### src/inc/csi_pkg.sv
// shared constants of the charger status indication block
package csi_pkg;

  // register byte offsets
  localparam logic [11:0] ADDR_CTRL = 12'h000;
  localparam logic [11:0] ADDR_TSWIN = 12'h004;
  localparam logic [11:0] ADDR_STATUS = 12'h008;

  // control register fields
  localparam int CTRL_CHG_CFG = 0;
  localparam int CTRL_DIRECT = 1;
  localparam int CTRL_IND_LO = 2;
  localparam int CTRL_DP_LO = 4;
  localparam int CTRL_DM_LO = 6;
  localparam logic [31:0] CTRL_RST = 32'h0000_0001;

  // indicator selection codes
  localparam logic [1:0] IND_SEL_ON = 2'h0;

  // thermistor window fields
  localparam int TSWIN_LO = 0;
  localparam int TSWIN_HI = 8;
  localparam logic [31:0] TSWIN_RST = 32'h0000_d020;

  // status register fields
  localparam int STAT_CHG_EN = 0;
  localparam int STAT_TS_OUT = 1;
  localparam int STAT_ALERT = 2;
  localparam int STAT_ALLOW_N = 3;
  localparam int STAT_IND = 4;
  localparam int STAT_CODE_LO = 8;

  // timing
  localparam int unsigned CLK_HZ = 100_000_000;
  localparam int unsigned ALERT_PULSE_US = 256;
  localparam int unsigned ALERT_CYCLES = ALERT_PULSE_US * (CLK_HZ / 1_000_000);
  localparam int unsigned BLINK_HZ = 1;
  localparam int unsigned BLINK_HALF_CYCLES = CLK_HZ / (2 * BLINK_HZ);

  typedef enum {IND_RELEASE, IND_LOW, IND_BLINK} csi_ind_t;

endpackage

### src/hdl/csi_sync.sv
// two flip-flop synchroniser for pin inputs
`timescale 1ns/1ps
`default_nettype none
module csi_sync #(
  parameter int W = 1,
  parameter logic RST_VAL = 1'b0
) (
  // clock and reset
  input wire logic clk,
  input wire logic rst_n,
  // data
  input wire logic [W-1:0] d,
  output logic [W-1:0] q
);
  logic [W-1:0] meta_ff;
  logic [W-1:0] sync_ff;

  always_ff @(posedge clk or negedge rst_n) begin
    if (!rst_n) begin
      meta_ff <= {W{RST_VAL}};
      sync_ff <= {W{RST_VAL}};
    end else begin
      meta_ff <= d;
      sync_ff <= meta_ff;
    end
  end

  assign q = sync_ff;
endmodule
`default_nettype wire

### src/hdl/csi_interval.sv
// restartable interval counter that ticks every LIMIT cycles while running
`timescale 1ns/1ps
`default_nettype none
module csi_interval #(
  parameter int unsigned LIMIT = 16,
  parameter int W = $clog2(LIMIT + 1)
) (
  // clock and reset
  input wire logic clk,
  input wire logic rst_n,
  // control
  input wire logic start,
  input wire logic run,
  // state
  output logic [W-1:0] cnt,
  output logic tick
);
  logic [W-1:0] cnt_ff;
  logic [W-1:0] nxt_cnt;

  assign tick = run && !start && (cnt_ff == W'(LIMIT - 1));

  always_comb begin
    nxt_cnt = cnt_ff;
    if (start) begin
      nxt_cnt = '0;
    end else if (tick) begin
      nxt_cnt = '0;
    end else if (run) begin
      nxt_cnt = cnt_ff + W'(1);
    end
  end

  always_ff @(posedge clk or negedge rst_n) begin
    if (!rst_n) begin
      cnt_ff <= '0;
    end else begin
      cnt_ff <= nxt_cnt;
    end
  end

  assign cnt = cnt_ff;
endmodule
`default_nettype wire

### src/hdl/csi_top.sv
// charger status indication: status pin, host alert, charge gating, apb registers
//
// Register access over APB and the placing of the registers were chosen for this implementation.
`timescale 1ns/1ps
`default_nettype none
module csi_top #(
  parameter int unsigned ALERT_CYCLES = csi_pkg::ALERT_CYCLES,
  parameter int unsigned BLINK_HALF_CYCLES = csi_pkg::BLINK_HALF_CYCLES
) (
  // clock and reset
  input wire logic MCLK,
  input wire logic RST_B,
  // apb slave
  input wire logic PSEL,
  input wire logic PENABLE,
  input wire logic PWRITE,
  input wire logic [11:0] PADDR,
  input wire logic [31:0] PWDATA,
  output logic [31:0] PRDATA,
  output logic PREADY,
  output logic PSLVERR,
  // charger core state
  input wire logic CHG_ACTIVE,
  input wire logic CHG_FAULT,
  input wire logic STATUS_UPDATE,
  input wire logic [7:0] THERMISTOR_SENSE_IN,
  // charge enable pin
  input wire logic CHARGE_ALLOW_IN_N,
  // status indicator pin, open drain
  output logic STAT_O,
  output logic STAT_OE_N,
  // host alert pin, open drain
  output logic HOST_ALERT_OUT_N_O,
  output logic HOST_ALERT_OUT_N_OE_N,
  // charge control
  output logic CHARGE_EN,
  output logic CHARGE_SUSPEND,
  output logic DIRECT_PATH_ENABLE_OUT,
  output logic [1:0] DPLUS_LEVEL_SEL,
  output logic [1:0] DMINUS_LEVEL_SEL
);

  ////////////////////////////////////////////////////////////////////////////
  // apb register access

  logic [31:0] ctrl_ff;
  logic [31:0] nxt_ctrl;
  logic [31:0] tswin_ff;
  logic [31:0] nxt_tswin;
  logic pready_ff;
  logic nxt_pready;
  logic [31:0] prdata_ff;
  logic [31:0] nxt_prdata;
  logic pslverr_ff;
  logic nxt_pslverr;
  logic acc_done;
  logic wr_ctrl;
  logic wr_tswin;
  logic addr_hit;
  logic [31:0] status_word;

  assign acc_done = PSEL && PENABLE && pready_ff;
  assign addr_hit = (PADDR == csi_pkg::ADDR_CTRL) || (PADDR == csi_pkg::ADDR_TSWIN) ||
                    (PADDR == csi_pkg::ADDR_STATUS);
  assign wr_ctrl = acc_done && PWRITE && (PADDR == csi_pkg::ADDR_CTRL);
  assign wr_tswin = acc_done && PWRITE && (PADDR == csi_pkg::ADDR_TSWIN);

  always_comb begin
    nxt_pready = PSEL && PENABLE && !pready_ff;
    nxt_prdata = '0;
    nxt_pslverr = 1'b0;
    if (PSEL && PENABLE && !pready_ff) begin
      nxt_pslverr = !addr_hit;
      if (!PWRITE) begin
        unique case (PADDR)
          csi_pkg::ADDR_CTRL: nxt_prdata = ctrl_ff;
          csi_pkg::ADDR_TSWIN: nxt_prdata = tswin_ff;
          csi_pkg::ADDR_STATUS: nxt_prdata = status_word;
          default: nxt_prdata = '0;
        endcase
      end
    end
  end

  always_comb begin
    nxt_ctrl = ctrl_ff;
    nxt_tswin = tswin_ff;
    if (wr_ctrl) begin
      nxt_ctrl = {24'h00_0000, PWDATA[7:0]};
    end
    if (wr_tswin) begin
      nxt_tswin = {16'h0000, PWDATA[15:0]};
    end
  end

  always_ff @(posedge MCLK or negedge RST_B) begin
    if (!RST_B) begin
      ctrl_ff <= csi_pkg::CTRL_RST;
      tswin_ff <= csi_pkg::TSWIN_RST;
      pready_ff <= 1'b0;
      prdata_ff <= '0;
      pslverr_ff <= 1'b0;
    end else begin
      ctrl_ff <= nxt_ctrl;
      tswin_ff <= nxt_tswin;
      pready_ff <= nxt_pready;
      prdata_ff <= nxt_prdata;
      pslverr_ff <= nxt_pslverr;
    end
  end

  ////////////////////////////////////////////////////////////////////////////
  // charge gating and thermistor window

  logic allow_n_s;
  logic ts_out;
  logic ind_on;
  logic chg_cfg;

  csi_sync #(.W(1), .RST_VAL(1'b1)) u_allow_sync (
    .clk(MCLK),
    .rst_n(RST_B),
    .d(CHARGE_ALLOW_IN_N),
    .q(allow_n_s)
  );

  assign chg_cfg = ctrl_ff[csi_pkg::CTRL_CHG_CFG];
  assign ind_on = ctrl_ff[csi_pkg::CTRL_IND_LO +: 2] == csi_pkg::IND_SEL_ON;
  assign ts_out = (THERMISTOR_SENSE_IN < tswin_ff[csi_pkg::TSWIN_LO +: 8]) ||
                  (THERMISTOR_SENSE_IN > tswin_ff[csi_pkg::TSWIN_HI +: 8]);

  ////////////////////////////////////////////////////////////////////////////
  // status indicator blink and host alert timing

  logic fault_d_ff;
  logic ts_d_ff;
  logic fault_rise;
  logic alert_trig;
  logic blink_tick;
  logic alert_tick;
  logic [$clog2(BLINK_HALF_CYCLES + 1)-1:0] blink_cnt;
  logic blink_lo_ff;
  logic nxt_blink_lo;
  logic alert_ff;
  logic nxt_alert;
  csi_pkg::csi_ind_t ind_mode;

  assign fault_rise = CHG_FAULT && !fault_d_ff;
  assign alert_trig = STATUS_UPDATE || fault_rise || (ts_out && !ts_d_ff);

  csi_interval #(.LIMIT(BLINK_HALF_CYCLES)) u_blink (
    .clk(MCLK),
    .rst_n(RST_B),
    .start(fault_rise),
    .run(CHG_FAULT),
    .cnt(blink_cnt),
    .tick(blink_tick)
  );

  csi_interval #(.LIMIT(ALERT_CYCLES)) u_alert (
    .clk(MCLK),
    .rst_n(RST_B),
    .start(alert_trig),
    .run(alert_ff),
    .cnt(),
    .tick(alert_tick)
  );

  always_comb begin
    nxt_blink_lo = blink_lo_ff;
    if (fault_rise) begin
      nxt_blink_lo = 1'b1;
    end else if (blink_tick) begin
      nxt_blink_lo = !blink_lo_ff;
    end
    nxt_alert = alert_ff;
    if (alert_trig) begin
      nxt_alert = 1'b1;
    end else if (alert_tick) begin
      nxt_alert = 1'b0;
    end
    if (CHG_FAULT) begin
      ind_mode = csi_pkg::IND_BLINK;
    end else if (CHG_ACTIVE && CHARGE_EN) begin
      ind_mode = csi_pkg::IND_LOW;
    end else begin
      ind_mode = csi_pkg::IND_RELEASE;
    end
  end

  ////////////////////////////////////////////////////////////////////////////
  // output registers

  logic stat_oe_n_ff;
  logic nxt_stat_oe_n;
  logic chg_en_ff;
  logic nxt_chg_en;

  always_comb begin
    unique case (ind_mode)
      csi_pkg::IND_LOW: nxt_stat_oe_n = 1'b0;
      csi_pkg::IND_BLINK: nxt_stat_oe_n = !nxt_blink_lo;
      csi_pkg::IND_RELEASE: nxt_stat_oe_n = 1'b1;
    endcase
    if (!ind_on) begin
      nxt_stat_oe_n = 1'b1;
    end
    nxt_chg_en = chg_cfg && !allow_n_s && !ts_out;
  end

  always_ff @(posedge MCLK or negedge RST_B) begin
    if (!RST_B) begin
      fault_d_ff <= 1'b0;
      ts_d_ff <= 1'b0;
      blink_lo_ff <= 1'b0;
      alert_ff <= 1'b0;
      stat_oe_n_ff <= 1'b1;
      chg_en_ff <= 1'b0;
    end else begin
      fault_d_ff <= CHG_FAULT;
      ts_d_ff <= ts_out;
      blink_lo_ff <= nxt_blink_lo;
      alert_ff <= nxt_alert;
      stat_oe_n_ff <= nxt_stat_oe_n;
      chg_en_ff <= nxt_chg_en;
    end
  end

  assign status_word = {16'h0000, THERMISTOR_SENSE_IN, 3'h0, !stat_oe_n_ff, allow_n_s,
                        alert_ff, ts_d_ff, chg_en_ff};

  assign PRDATA = prdata_ff;
  assign PREADY = pready_ff;
  assign PSLVERR = pslverr_ff;
  assign STAT_O = 1'b0;
  assign STAT_OE_N = stat_oe_n_ff;
  assign HOST_ALERT_OUT_N_O = 1'b0;
  assign HOST_ALERT_OUT_N_OE_N = !alert_ff;
  assign CHARGE_EN = chg_en_ff;
  assign CHARGE_SUSPEND = ts_d_ff;
  assign DIRECT_PATH_ENABLE_OUT = ctrl_ff[csi_pkg::CTRL_DIRECT];
  assign DPLUS_LEVEL_SEL = ctrl_ff[csi_pkg::CTRL_DP_LO +: 2];
  assign DMINUS_LEVEL_SEL = ctrl_ff[csi_pkg::CTRL_DM_LO +: 2];

  ////////////////////////////////////////////////////////////////////////////
  // checks

  logic [31:0] alert_len_ff;

  always_ff @(posedge MCLK or negedge RST_B) begin
    if (!RST_B) begin
      alert_len_ff <= '0;
    end else if (alert_trig) begin
      alert_len_ff <= 32'h0000_0001;
    end else if (!HOST_ALERT_OUT_N_OE_N) begin
      alert_len_ff <= alert_len_ff + 32'h0000_0001;
    end else begin
      alert_len_ff <= '0;
    end
  end

  property p_stat_low;
    @(posedge MCLK) disable iff (!RST_B)
      ind_on && !CHG_FAULT && CHG_ACTIVE && CHARGE_EN |=> !STAT_OE_N;
  endproperty
  a_stat_low: assert property (p_stat_low) else $error("status pin not low while charging");

  property p_stat_release;
    @(posedge MCLK) disable iff (!RST_B)
      !CHG_FAULT && !(CHG_ACTIVE && CHARGE_EN) |=> STAT_OE_N;
  endproperty
  a_stat_release: assert property (p_stat_release) else $error("status pin not released");

  property p_blink_toggle;
    @(posedge MCLK) disable iff (!RST_B)
      ind_on && CHG_FAULT && blink_tick && $past(ind_on) && $past(CHG_FAULT)
      |=> STAT_OE_N != $past(STAT_OE_N);
  endproperty
  a_blink_toggle: assert property (p_blink_toggle) else $error("blink did not toggle");

  property p_stat_off;
    @(posedge MCLK) disable iff (!RST_B)
      !ind_on && !wr_ctrl |=> STAT_OE_N [*2];
  endproperty
  a_stat_off: assert property (p_stat_off) else $error("indicator driven while off");

  property p_alert_width;
    @(posedge MCLK) disable iff (!RST_B)
      $rose(HOST_ALERT_OUT_N_OE_N) |-> $past(alert_len_ff) == 32'(ALERT_CYCLES);
  endproperty
  a_alert_width: assert property (p_alert_width) else $error("alert pulse width wrong");

  property p_alert_start;
    @(posedge MCLK) disable iff (!RST_B)
      alert_trig |=> !HOST_ALERT_OUT_N_OE_N;
  endproperty
  a_alert_start: assert property (p_alert_start) else $error("alert not asserted");

  property p_open_drain;
    @(posedge MCLK) disable iff (!RST_B)
      !HOST_ALERT_OUT_N_O && !STAT_O;
  endproperty
  a_open_drain: assert property (p_open_drain) else $error("open drain pin driven high");

  property p_charge_gate;
    @(posedge MCLK) disable iff (!RST_B)
      (!chg_cfg || allow_n_s) |=> !CHARGE_EN;
  endproperty
  a_charge_gate: assert property (p_charge_gate) else $error("charge enabled while inhibited");

  property p_direct;
    @(posedge MCLK) disable iff (!RST_B)
      wr_ctrl |=> DIRECT_PATH_ENABLE_OUT == $past(PWDATA[csi_pkg::CTRL_DIRECT]);
  endproperty
  a_direct: assert property (p_direct) else $error("direct path enable not updated");

  property p_ts_suspend;
    @(posedge MCLK) disable iff (!RST_B)
      ts_out |=> CHARGE_SUSPEND && !CHARGE_EN;
  endproperty
  a_ts_suspend: assert property (p_ts_suspend) else $error("no suspend outside window");

  property p_levels;
    @(posedge MCLK) disable iff (!RST_B)
      wr_ctrl |=> DPLUS_LEVEL_SEL == $past(PWDATA[5:4]) && DMINUS_LEVEL_SEL == $past(PWDATA[7:6]);
  endproperty
  a_levels: assert property (p_levels) else $error("data line levels not updated");

  property p_blink_restart;
    @(posedge MCLK) disable iff (!RST_B)
      fault_rise ##1 CHG_FAULT |-> blink_cnt == '0 ##1 blink_cnt == 1;
  endproperty
  a_blink_restart: assert property (p_blink_restart) else $error("blink count not restarted");

  cover property (@(posedge MCLK) disable iff (!RST_B) $rose(HOST_ALERT_OUT_N_OE_N));
  cover property (@(posedge MCLK) disable iff (!RST_B) ind_on && CHG_FAULT && blink_tick);
  cover property (@(posedge MCLK) disable iff (!RST_B) wr_ctrl);
  cover property (@(posedge MCLK) disable iff (!RST_B) $rose(CHARGE_SUSPEND));

endmodule
`default_nettype wire

### config.mk
export PLATFORM = sky130hd
export DESIGN_NAME = csi_top
export DESIGN_NICKNAME = d
export VERILOG_FILES = /design/src/inc/csi_pkg.sv /design/src/hdl/csi_sync.sv /design/src/hdl/csi_interval.sv /design/src/hdl/csi_top.sv
export SDC_FILE = /design/constraint.sdc
export NUM_CORES = 1
export LEC_CHECK = 0
export ABC_AREA = 1
export ABC_CLOCK_PERIOD_IN_PS = 2600
export BUFFER_PORTS_ARGS = -buffer_cell sky130_fd_sc_hd__buf_2
export CAP_MARGIN = 10
export CORE_MARGIN = 3
export CORE_UTILIZATION = 40
export DETAILED_ROUTE_END_ITERATION = 16
export SLEW_MARGIN = 5
export SYNTH_ARGS = -nofsm -noshare
export SYNTH_HDL_FRONTEND = slang
export SYNTH_HIERARCHICAL = 1
export SYNTH_SLANG_ARGS = --single-unit
### constraint.sdc
create_clock -name MCLK -period 2.6 [get_ports MCLK]
set_input_delay 0 -clock MCLK [delete_from_list [all_inputs] [get_ports MCLK]]
set_output_delay 0 -clock MCLK [all_outputs]
set_load 0.1 [all_outputs]
==> impl_metrics.ini <==
[outcome]
status = complete, no violations

[setup_path]
cp_max_fo = 10
r2r-start = tswin_ff[15]
crit_start = tswin_ff[15]
cp.arrival_ns = 2.55
critPathKind = reg -> reg
setup.worst_path.end_class = flop
crit_path_start_kind = flop
worstPathRequired_ns = 2.83

[cells_and_area]
fin_util_pct = 50.0
multi_input_area_um2 = 2580
area_delta_synth_final_pct = 19.3
stdcell_area_um2 = 6440
regArea_um2 = 2290
nFillCells = 1241
fin_cells = 957
nets = 858
drive_gt1_share_pct = 20.5
antenna_cells = 0

[synth]
ys_warn_count = 6
postSynth.asyncResetShare_pct = 100
synthDistinctLibCells = 43
ys_ff_latch = 91
synth_common_cells = nand2_1 (173), inv_1 (93), dfrtp_1 (83)
synthCells = 679
synth_area_um2 = 5390
yosysSeqAreaShare_pct = 42.4
yosysMostFrequentCell = nand2_1
synth_area_per_cell_um2 = 7.94
synth_top_area_share_pct = 38.5
synth_area_leader_cell = dfrtp_1
synth_edf_count = 0
synth_flop_cell = dfrtp_1
yosys-top-cells-area = dfrtp_1 (39%), nand2_1 (12%), inv_1 (6.5%)

[power]
power_density_nw_per_um2 = 492
p_leak_nw = 3.18
peakVddDrop_uv = 342

[grt]
grt.overflow.total = 0
grt_max_degree = 52
grt_pass1_vias = 4475
antenna_found_initial = 0
grt_use_total_pct = 18.2
grt_pass1_wl_um = 21500

[placed_design]
dp_hpwl_um = 9150
dp_cells = 911
io_buffer_count = 71
place_area_um2 = 5840
place_congestion = 0.876

[timing]
rsz0062_at_grt = false
worst_slew_pin_slew_ns = 0.578
finClkSkew_ns = 0.00831
fin_tns_setup_ns = 0
fin_crit_sh_pct = 89.3
setup_violations = 0
slew_headroom_pct = 61.3
max_freq_ghz = 0.431
min_period_ns = 2.32
hold_viol_final = 0
hold_ws_ns = 0.0116
finalMaxSlewViolations = 0

[drt]
final_antenna_net_count = 0
remaining_drc_errors = 0
dr.pass1.iters = 5
drtIter0Drc = 289
vias_per_cell = 4.78
wl_um = 12600
wl_per_cell_um = 13.2
vias = 4575

[clock_tree]
cts_tree = built
clk-insertion-delay-late_ns = 0.35
htree_levels = 3
clockBufferDepth = 2
cts.sinks = 91
cts-root-buf = clkbuf_16
path_clk_slew_ns = 0.06
cts_made_buffers = 9

[die]
pin_count = 106
core-area_um2 = 12900
die-area_um2 = 14900
die_w_um = 122
fp.dieH_um = 122
initial_core_util_pct = 41.9
num_rows = 41

[hold_path]
worst_hold_path_type = in -> reg
min-delay-start = THERMISTOR_SENSE_IN[3]

[flow_run]
cap_violations = 0
## sequential cells by signal (all words and copies together), names as in the netlist
name	cells
PRDATA	16
PSLVERR	1
blink_lo_ff	1
PREADY	1
tswin_ff	16
u_alert/cnt	15
CHARGE_SUSPEND	1
alert_ff	1
u_blink/cnt	26
fault_d_ff	1
u_allow_sync/q	1
u_allow_sync/meta_ff	1
ctrl_ff	8
CHARGE_EN	1
STAT_OE_N	1
## placed cells by master (no fill, tap or decap), types with 2 or more instances in the layout
cell	instances
o21ai_1	10
o22ai_1	11
o21ai_2	14
nand2_1	172
o21ai_0	27
dfrtp_1	83
inv_2	3
nand3_2	2
clkbuf_1	3
dlygate4sd3_1	26
xor2_1	16
nand2_2	9
ha_1	17
nor2_1	67
nand4_1	16
nor3_1	2
buf_4	9
clkbuf_8	2
buf_2	70
a21oi_1	17
clkbuf_16	9
nand3b_1	2
xnor2_1	6
dfstp_2	8
nor2_2	9
o22ai_2	4
inv_1	93
conb_1	18
nand3_1	27
nor2_4	7
o21a_1	2
a31oi_1	6
nand2_4	3
## worst max-delay path, stage by stage, from the launching register on
cell and delay (ns):
dfstp_2 0.51, inv_1 0.05, ha_1 0.29, a21o_1 0.16, nor2_1 0.10, nand2_1 0.06, nand2_1 0.09, nand2_1 0.09
nand2_1 0.10, nand2_2 0.10, nor2_8 0.14, nand2_2 0.08, nor2_4 0.13, nand2_4 0.10, nand2_8 0.13, o22ai_2 0.07
## power by group
group / switching, W / internal, W
registers: 0.0000188 / 0.00144
logic: 0.000273 / 0.000104
clock network: 0.000537 / 0.000798
total: 0.000829 / 0.00234
## layer usage
layer,vias up,share of wire [%],global-route usage [%]
li1,2313,-,-
met1,2133,48,25.3
met2,116,45,28.0
met3,13,5.2,4.09
met4,0,1.4,6.30
met5,-,0,0
## timing repair
item                                   in CTS  in global routing
hold buffers                               26                  0
setup endpoints to repair                   0                 16
endpoints found under the hold margin      68                  0
gates resized for setup                     0                  2
setup buffers                               0                  4
## worst paths after layout
kind | end | slack, ns | cells after the start
max | u_alert/cnt[3] | 0.28 | 15
min | PRDATA[11] | 0.01 | 5
min reg2reg | u_allow_sync/q | 0.36 | 0
min in group asynchronous | tswin_ff[11] | 0.19 | 2
max in group asynchronous | STAT_OE_N | 1.69 | 3
max reg2reg | u_alert/cnt[3] | 0.28 | 15
## metrics by stage
stage	total power [W]	worst slack, ns
after floorplan	0.00174	0.383
after global placement	0.00182	0.216
after detailed placement	0.00182	0.0972
after CTS	0.00320	0.0928
after global routing	0.00330	0.0310
final	0.00317	0.278
## logic make-up (layout without fill, tap and decap cells)
kind of cell               after synthesis  after routing  synth area share (%)
and+or+nand+nor                        325            325                  28.0
buffers and inverters                  129            218                  11.1
AOI/OAI and AO/OA                       94             94                  10.9
DFF                                     91             91                  42.4
xor gates and xnor gates                22             22                  3.57
adders and majority gates               17             17                  3.94
other                                    1             18                0.0695
## cell type report
| cell class | count | area share [%] |
|---|---|---|
| timing repair buffer | 106 | 10.8 |
| inverter | 96 | 5.60 |
| clock buffer | 14 | 4.10 |
| multi-input combinational | 476 | 40.0 |
| tap | 172 | 3.34 |
| clock inverter | 2 | 0.544 |
| sequential | 91 | 35.5 |
Power figures use the tool's default switching activity.
